[src/shared/fqsb_pkg.sv]
// Constants for the queue occupancy status bank.
// Assumes a 16-bit register port with an 8-bit register index.
//
// What this block does
// - Low-priority receive frame count at 0xB4, 9 bits
// - High-priority receive frame count at 0xB5, 9 bits
// - Transmit frame count at 0xB6, 9 bits
// - Transmit half-word level at 0xB7, 14 bits
// - Low-priority receive half-word level at 0xB8
// - High-priority receive half-word level at 0xB9
// - Four read/write scratch words at 0xDC-0xDF
package fqsb_pkg;
  localparam int ADDR_W = 8;
  localparam int DATA_W = 16;
  localparam int FRAME_CNT_W = 9;
  localparam int LEVEL_W = 14;
  localparam int NUM_COUNTS = 6;
  localparam int NUM_SCRATCH = 4;
  localparam int SCRATCH_IDX_W = 2;

  // Register indices; the six counters sit back to back
  localparam logic [7:0] RX_LOW_QUEUE_FRAME_COUNT_OFS = 8'hB4;
  localparam logic [7:0] RX_HIGH_QUEUE_FRAME_COUNT_OFS = 8'hB5;
  localparam logic [7:0] TX_QUEUE_FRAME_COUNT_OFS = 8'hB6;
  localparam logic [7:0] TX_QUEUE_HALFWORD_LEVEL_OFS = 8'hB7;
  localparam logic [7:0] RX_LOW_QUEUE_HALFWORD_LEVEL_OFS = 8'hB8;
  localparam logic [7:0] RX_HIGH_QUEUE_HALFWORD_LEVEL_OFS = 8'hB9;
  localparam logic [7:0] SCRATCH_WORD_FIRST_OFS = 8'hDC;
  localparam logic [7:0] SCRATCH_WORD_LAST_OFS = 8'hDF;

  // Counter slots, in register order
  localparam int SLOT_RX_LOW_FRAMES = 0;
  localparam int SLOT_RX_HIGH_FRAMES = 1;
  localparam int SLOT_TX_FRAMES = 2;
  localparam int SLOT_TX_LEVEL = 3;
  localparam int SLOT_RX_LOW_LEVEL = 4;
  localparam int SLOT_RX_HIGH_LEVEL = 5;
  localparam int FIRST_LEVEL_SLOT = 3;

  localparam logic [15:0] REG_RESET_VAL = 16'h0000;
  localparam logic [15:0] UNMAPPED_READ_VAL = 16'h0000;
endpackage

[src/core/fqsb_updown_counter.sv]
// Up/down occupancy counter for one queue measure.
// Assumes inc and dec are single-cycle pulses on clk.
`timescale 1ns/1ns
`default_nettype none
module fqsb_updown_counter #(
  parameter int WIDTH = 9
) (
  // Clock and reset
  input wire logic clk,
  input wire logic sys_rst,
  // Queue events
  input wire logic inc,
  input wire logic dec,
  // Occupancy
  output logic [WIDTH-1:0] count
);
  typedef struct packed {
    logic [WIDTH-1:0] count_r;
  } fqsb_cnt_state_t;

  fqsb_cnt_state_t st_r;
  fqsb_cnt_state_t st_nxt;

  // Elaboration check on the counter width
  if (WIDTH < 1 || WIDTH > fqsb_pkg::DATA_W) begin : g_bad_width
    $error("WIDTH must be between 1 and the data width");
  end

  ////////////////////////////////////////////////////////////////////////
  // Saturating at both ends keeps a stray event from wrapping the count
  always_comb begin
    st_nxt = st_r;
    if (inc && !dec && st_r.count_r != {WIDTH{1'b1}}) begin
      st_nxt.count_r = st_r.count_r + {{(WIDTH-1){1'b0}}, 1'b1};
    end else if (dec && !inc && st_r.count_r != {WIDTH{1'b0}}) begin
      st_nxt.count_r = st_r.count_r - {{(WIDTH-1){1'b0}}, 1'b1};
    end
  end

  always_ff @(posedge clk) begin
    if (sys_rst) begin
      st_r <= '0;
    end else begin
      st_r <= st_nxt;
    end
  end

  assign count = st_r.count_r;
endmodule // fqsb_updown_counter
`default_nettype wire

[src/core/fqsb_status_bank.sv]
// Queue occupancy status bank with four scratch words.
// Assumes the register port and queue events share clk; one access per cycle.
`timescale 1ns/1ns
`default_nettype none
module fqsb_status_bank #(
  parameter int FRAME_CNT_W = fqsb_pkg::FRAME_CNT_W,
  parameter int LEVEL_W = fqsb_pkg::LEVEL_W
) (
  // Clock and reset
  input wire logic clk,
  input wire logic sys_rst,
  // Register port
  input wire logic [7:0] reg_addr,
  input wire logic reg_wr_en,
  input wire logic reg_rd_en,
  input wire logic [15:0] reg_wdata,
  output logic [15:0] reg_rdata,
  output logic reg_rd_valid,
  // Low-priority receive queue events
  input wire logic rx_low_frame_in,
  input wire logic rx_low_frame_out,
  input wire logic rx_low_halfword_in,
  input wire logic rx_low_halfword_out,
  // High-priority receive queue events
  input wire logic rx_high_frame_in,
  input wire logic rx_high_frame_out,
  input wire logic rx_high_halfword_in,
  input wire logic rx_high_halfword_out,
  // Transmit queue events
  input wire logic tx_frame_in,
  input wire logic tx_frame_out,
  input wire logic tx_halfword_in,
  input wire logic tx_halfword_out,
  // Status toward the host side
  output logic rx_frame_ready_flag
);
  typedef struct packed {
    logic [fqsb_pkg::NUM_SCRATCH-1:0][15:0] scratch_word_r;
    logic [15:0] rdata_r;
    logic rd_valid_r;
    logic ready_r;
  } fqsb_bank_state_t;

  fqsb_bank_state_t st_r;
  fqsb_bank_state_t st_nxt;

  logic [fqsb_pkg::NUM_COUNTS-1:0] cnt_inc;
  logic [fqsb_pkg::NUM_COUNTS-1:0] cnt_dec;
  logic [fqsb_pkg::NUM_COUNTS-1:0][15:0] cnt_word;

  // Elaboration checks on widths and on the register map
  if (FRAME_CNT_W < 1 || FRAME_CNT_W > fqsb_pkg::DATA_W) begin : g_bad_frame_w
    $error("FRAME_CNT_W out of range");
  end

  if (LEVEL_W < 1 || LEVEL_W > fqsb_pkg::DATA_W) begin : g_bad_level_w
    $error("LEVEL_W out of range");
  end

  if (int'(fqsb_pkg::RX_HIGH_QUEUE_HALFWORD_LEVEL_OFS) -
      int'(fqsb_pkg::RX_LOW_QUEUE_FRAME_COUNT_OFS) + 1 !=
      fqsb_pkg::NUM_COUNTS) begin : g_bad_cnt_map
    $error("Counter words do not fill their index span");
  end

  if (int'(fqsb_pkg::SCRATCH_WORD_LAST_OFS) -
      int'(fqsb_pkg::SCRATCH_WORD_FIRST_OFS) + 1 !=
      fqsb_pkg::NUM_SCRATCH) begin : g_bad_scr_map
    $error("Scratch words do not fill their index span");
  end

  if (fqsb_pkg::SCRATCH_WORD_FIRST_OFS <=
      fqsb_pkg::RX_HIGH_QUEUE_HALFWORD_LEVEL_OFS) begin : g_bad_overlap
    $error("Scratch words overlap the counter words");
  end

  if (fqsb_pkg::FIRST_LEVEL_SLOT > fqsb_pkg::NUM_COUNTS) begin : g_bad_level_slot
    $error("FIRST_LEVEL_SLOT beyond the counter slots");
  end

  if ((1 << fqsb_pkg::SCRATCH_IDX_W) < fqsb_pkg::NUM_SCRATCH) begin : g_bad_scr_idx
    $error("SCRATCH_IDX_W too narrow for the scratch words");
  end

  if (fqsb_pkg::SLOT_RX_LOW_FRAMES >= fqsb_pkg::NUM_COUNTS ||
      fqsb_pkg::SLOT_RX_HIGH_FRAMES >= fqsb_pkg::NUM_COUNTS ||
      fqsb_pkg::SLOT_TX_FRAMES >= fqsb_pkg::NUM_COUNTS ||
      fqsb_pkg::SLOT_TX_LEVEL >= fqsb_pkg::NUM_COUNTS ||
      fqsb_pkg::SLOT_RX_LOW_LEVEL >= fqsb_pkg::NUM_COUNTS ||
      fqsb_pkg::SLOT_RX_HIGH_LEVEL >= fqsb_pkg::NUM_COUNTS) begin : g_bad_slot
    $error("Counter slot outside the counter array");
  end

  ////////////////////////////////////////////////////////////////////////
  // Queue events gathered in register order
  always_comb begin
    cnt_inc = '0;
    cnt_dec = '0;
    cnt_inc[fqsb_pkg::SLOT_RX_LOW_FRAMES] = rx_low_frame_in;
    cnt_dec[fqsb_pkg::SLOT_RX_LOW_FRAMES] = rx_low_frame_out;
    cnt_inc[fqsb_pkg::SLOT_RX_HIGH_FRAMES] = rx_high_frame_in;
    cnt_dec[fqsb_pkg::SLOT_RX_HIGH_FRAMES] = rx_high_frame_out;
    cnt_inc[fqsb_pkg::SLOT_TX_FRAMES] = tx_frame_in;
    cnt_dec[fqsb_pkg::SLOT_TX_FRAMES] = tx_frame_out;
    cnt_inc[fqsb_pkg::SLOT_TX_LEVEL] = tx_halfword_in;
    cnt_dec[fqsb_pkg::SLOT_TX_LEVEL] = tx_halfword_out;
    cnt_inc[fqsb_pkg::SLOT_RX_LOW_LEVEL] = rx_low_halfword_in;
    cnt_dec[fqsb_pkg::SLOT_RX_LOW_LEVEL] = rx_low_halfword_out;
    cnt_inc[fqsb_pkg::SLOT_RX_HIGH_LEVEL] = rx_high_halfword_in;
    cnt_dec[fqsb_pkg::SLOT_RX_HIGH_LEVEL] = rx_high_halfword_out;
  end

  ////////////////////////////////////////////////////////////////////////
  // One counter per slot; frame counts narrow, levels wide
  generate
    for (genvar i = 0; i < fqsb_pkg::NUM_COUNTS; i++) begin : g_cnt
      localparam int W = (i < fqsb_pkg::FIRST_LEVEL_SLOT) ? FRAME_CNT_W : LEVEL_W;
      logic [W-1:0] count;
      fqsb_updown_counter #(
        .WIDTH(W)
      ) u_cnt (
        .clk(clk),
        .sys_rst(sys_rst),
        .inc(cnt_inc[i]),
        .dec(cnt_dec[i]),
        .count(count)
      );
      // Upper bits read as zero
      assign cnt_word[i] = 16'(count);
    end
  endgenerate

  ////////////////////////////////////////////////////////////////////////
  // Address decode; one select line per mapped word
  logic [fqsb_pkg::NUM_COUNTS-1:0] cnt_sel;
  logic [fqsb_pkg::NUM_SCRATCH-1:0] scr_sel;
  logic [fqsb_pkg::NUM_SCRATCH-1:0] scr_wr;
  logic cnt_hit;
  logic scr_hit;

  for (genvar j = 0; j < fqsb_pkg::NUM_COUNTS; j++) begin : g_cnt_sel
    assign cnt_sel[j] = (reg_addr == fqsb_pkg::RX_LOW_QUEUE_FRAME_COUNT_OFS + 8'(j));
  end

  // Counter words have no write path; only scratch words take writes
  for (genvar j = 0; j < fqsb_pkg::NUM_SCRATCH; j++) begin : g_scr_sel
    assign scr_sel[j] = (reg_addr == fqsb_pkg::SCRATCH_WORD_FIRST_OFS + 8'(j));
    assign scr_wr[j] = reg_wr_en && scr_sel[j];
  end

  assign cnt_hit = |cnt_sel;
  assign scr_hit = |scr_sel;

  ////////////////////////////////////////////////////////////////////////
  // Read data select; reads only sample, never touch the counters
  logic [15:0] cnt_rd_word;
  logic [15:0] scr_rd_word;
  logic [15:0] rd_word;

  always_comb begin
    cnt_rd_word = 16'h0000;
    for (int j = 0; j < fqsb_pkg::NUM_COUNTS; j++) begin
      if (cnt_sel[j]) begin
        cnt_rd_word = cnt_word[j];
      end
    end
  end

  always_comb begin
    scr_rd_word = 16'h0000;
    for (int j = 0; j < fqsb_pkg::NUM_SCRATCH; j++) begin
      if (scr_sel[j]) begin
        scr_rd_word = st_r.scratch_word_r[j];
      end
    end
  end

  always_comb begin
    if (cnt_hit) begin
      rd_word = cnt_rd_word;
    end else if (scr_hit) begin
      rd_word = scr_rd_word;
    end else begin
      rd_word = fqsb_pkg::UNMAPPED_READ_VAL;
    end
  end

  ////////////////////////////////////////////////////////////////////////
  // At least one whole frame waiting in either receive queue
  logic rx_frames_waiting;

  assign rx_frames_waiting = (cnt_word[fqsb_pkg::SLOT_RX_LOW_FRAMES] != 16'h0000) ||
                             (cnt_word[fqsb_pkg::SLOT_RX_HIGH_FRAMES] != 16'h0000);

  ////////////////////////////////////////////////////////////////////////
  // Next state; a read and a write in one cycle return the old word
  always_comb begin
    st_nxt = st_r;
    st_nxt.rd_valid_r = reg_rd_en;
    if (reg_rd_en) begin
      st_nxt.rdata_r = rd_word;
    end
    for (int j = 0; j < fqsb_pkg::NUM_SCRATCH; j++) begin
      if (scr_wr[j]) begin
        st_nxt.scratch_word_r[j] = reg_wdata;
      end
    end
    st_nxt.ready_r = rx_frames_waiting;
  end

  always_ff @(posedge clk) begin
    if (sys_rst) begin
      st_r.scratch_word_r <= {fqsb_pkg::NUM_SCRATCH{fqsb_pkg::REG_RESET_VAL}};
      st_r.rdata_r <= fqsb_pkg::REG_RESET_VAL;
      st_r.rd_valid_r <= 1'b0;
      st_r.ready_r <= 1'b0;
    end else begin
      st_r <= st_nxt;
    end
  end

  assign reg_rdata = st_r.rdata_r;
  assign reg_rd_valid = st_r.rd_valid_r;
  assign rx_frame_ready_flag = st_r.ready_r;
endmodule // fqsb_status_bank
`default_nettype wire

[config.mk]
export PLATFORM = sky130hd
export DESIGN_NAME = fqsb_status_bank
export DESIGN_NICKNAME = d
export VERILOG_FILES = /design/src/shared/fqsb_pkg.sv /design/src/core/fqsb_updown_counter.sv /design/src/core/fqsb_status_bank.sv
export SDC_FILE = /design/constraint.sdc
export NUM_CORES = 1
export LEC_CHECK = 0
export ABC_CLOCK_PERIOD_IN_PS = 2810
export BUFFER_PORTS_ARGS = -buffer_cell sky130_fd_sc_hd__buf_2
export CAP_MARGIN = 20
export CORE_UTILIZATION = 56
export DETAILED_ROUTE_END_ITERATION = 7
export PLACE_DENSITY = 0.77
export SLEW_MARGIN = 20
export SYNTH_ARGS = -nofsm -noshare
export SYNTH_HDL_FRONTEND = slang
export SYNTH_SLANG_ARGS = --single-unit
[constraint.sdc]
create_clock -name clk -period 2.81 [get_ports clk]
set_input_delay 0.562 -clock clk [delete_from_list [all_inputs] [get_ports clk]]
set_output_delay 0.562 -clock clk [all_outputs]
set_load 0.05 [all_outputs]
==> metrics.cfg <==
[place]
portBuffers=57
placed_area_mm2=0.0106
dp_slack_ns=-0.127
dp_hpwl_um=18100
gp_congestion=0.910

[grt]
grt_antenna_before_repair=1
grt_max_degree=57
grt_pass1_vias=8328
grt-ovfl-total=0
grt_first_pass_wirelength_um=41700
gr-usage-all-layers_pct=29.9

[clocking]
path_clk_slew_ns=0.07
cts_max_path_buffers=2
clk_latency_ns=0.43
cts-buffers-inserted=17
cts_sinks=151
holdBufCountCts=0
clock-root-buffer=clkbuf_16
cts_tree=built
htreeDepth=4

[critical_path]
path_class=reg -> reg
worst_setup_path_end_kind=flop
reg2reg_slack_ns=-0.05
cp.arrival_ns=3.17
cp_max_fo=5
cp_slowest_cell=nor3b_2
startpoint_type=flop
cp.required_ns=3.12
critical-path-max-stage-delay_ns=0.35
worstPathCellList=nand4_1 -> nor4_2 -> nor3b_2 -> clkinvlp_4 -> buf_4 -> ha_4 -> a211o_1 -> o211ai_1 -> a31oi_1 -> mux2i_1 -> xor2_1 -> nor2_1

[finish]
multi_input_area_mm2=0.00627
drive_above_1_share_pct=27.5
fillers=1243
layout.nets=1345
regArea_mm2=0.00305
area_growth_pct=24.4
final_core_util_pct=71.1
final_cell_area_mm2=0.0117

[power_and_ir_drop]
combPwrFrac_pct=50.1
p_sw_mw=3.90
p_leak_nw=4.80
pwr-share-clk_pct=23.5
pwr-share-seq_pct=26.4
power.total_mw=10.2
ir_drop_mv=0.553
swShare_pct=38.3
p_int_mw=6.27
powerDensity_mw_per_mm2=869

[die]
rows=47
dieWidth_um=132
die_h_um=132
core_area_mm2=0.0165
ios=58
dieArea_mm2=0.0173
start_util_pct=57.1

[logic_synthesis]
synthDistinctLibCells=66
synth_area_per_cell_um2=8.67
async_flop_share_pct=0
synth_cells=1085
synth_edf_count=0
synthTopCellsByArea=dfxtp_1, ha_1, nor2_1
synth_area_mm2=0.00940
synth_top_flop_cell=dfxtp_1
yosysWarnings=0
synth_top_area_share_pct=32.1
synth.largest_area_cell=dfxtp_1
synthesis.nets=1190
ys_ff_latch=151
synth-seq-area-share_pct=32.1

[sta]
post-route-min-period_ns=2.86
setup_ws_ns=-0.0528
finalMaxSlewViolations=0
rsz0062_at_grt=yes
clock.fmax_mhz=349
finalSetupViolCount=4
worst_hold_slack_ns=0.396
fin_skew_ns=0.00995
relSlewSlack_pct=47.1
finalCritPeriodShare_pct=102
tightest_slew_ns=0.793
hold_viol=0

[detailed_routing]
ant_nets=0
vias=8850
wirelength_um=26500
drt_iter0_drc=699
routed_via_density=6.00
drc_errors=0
dr.pass1.iters=6
routedWlPerCell_um=18.0

[flow_run]
drv_cap=0

[min_path]
hold_path_class=in -> reg

[run_status]
status=complete, but fails checks
violations=setup timing

-- layer usage --
layer	share of wire [%]	track usage (%)	up-vias
li1	-	-	4243
met1	43	39.4	4220
met2	48	48.0	312
met3	6.1	5.13	75
met4	3.3	13.3	0
met5	0	0	-
-- Yosys cell counts (21+ instances only) --
cell type	number
dfxtp_1	151
mux4_2	25
xnor2_1	40
buf_4	21
nand2_1	105
clkbuf_1	27
nor2_1	164
mux2i_1	60
inv_1	30
ha_1	59
o21ai_0	22
a211oi_1	26
a21oi_1	87
-- final timing paths --
kind                              endpoint                     from  cells past startpoint
hold / removal                    st_r[72]             reg_wdata[6]                      3
hold reg to reg                   st_r[56]                 st_r[56]                      2
setup / recovery  g_cnt[5].u_cnt.count[13]  g_cnt[5].u_cnt.count[1]                     12
setup reg to reg  g_cnt[5].u_cnt.count[13]  g_cnt[5].u_cnt.count[1]                     12
-- critical path, delay by kind of cell, from the launching register on --
kind	cells	cell delay, ns
DFF	1	0.33
adders and majority gates	1	0.22
muxes	1	0.20
and+or+nand+nor	4	0.62
xor gates and xnor gates	1	0.16
AOI/OAI and AO/OA	3	0.77
buffers and inverters	2	0.45
-- cell usage in the layout (no fill, tap or decap), drive strengths merged, types with 25 or more instances in the layout --
cell type	Yosys	routed
ha	59	59
a211oi	26	26
buf	37	198
nand2	107	107
xnor2	40	40
nor2	164	164
inv	30	39
mux2i	60	60
mux4	25	25
dfxtp	151	151
a21oi	87	87
-- flip-flops by register name, summed over array words and instances, names as in the netlist --
name	count
g_cnt.u_cnt.count	69
rx_frame_ready_flag	1
reg_rd_valid	1
st_r	64
reg_rdata	16
-- logic make-up (layout without fill, tap and decap cells) --
logic type	after synthesis	in the layout	synth area share, %
and+or+nand+nor	415	416	20.8
buffers and inverters	94	261	5.14
xor gates and xnor gates	49	49	4.56
AOI/OAI and AO/OA	226	226	15.8
other	0	1	0
DFF	151	151	32.1
adders and majority gates	65	65	9.13
muxes	85	85	12.4
-- through the flow --
stage	instances	TNS (ns)
after floorplan	1085	0
after global placement	1423	-0.161
after detailed placement	1423	-0.610
after CTS	1456	-0.0635
after global routing	1473	-1.13
final	1474	-0.140
-- what timing repair did --
action / in CTS / in global routing
resized for setup: 6 / 87
endpoints found under the setup margin: 8 / 29
gates cloned: 1 / 1
endpoints found under the hold margin: 0 / 0
buffers inserted: 0 / 16
pin swaps: 1 / 43
-- layout make-up --
| type | count | area share [%] |
|---|---|---|
| diodes | 1 | 0.0214 |
| clock buffers | 18 | 3.67 |
| clock inverters | 14 | 1.54 |
| well taps | 220 | 2.35 |
| flip-flops and latches | 151 | 26.0 |
| inverters | 30 | 0.962 |
| multi-input cells | 841 | 53.6 |
| repair inverters | 1 | 0.0642 |
| repair buffers | 198 | 11.7 |
-- power by group through the flow --
stage                     Combinational, mW  Clock (mW)  Sequential (mW)
after CTS                              4.60        2.40             2.67
after floorplan                        2.98           0             2.84
after detailed placement               4.52           0             2.71
after global routing                   5.56        2.49             2.72
after global placement                 4.42           0             2.70
final                                  5.09        2.39             2.68
Note: power is estimated with default switching activity, not from simulation.
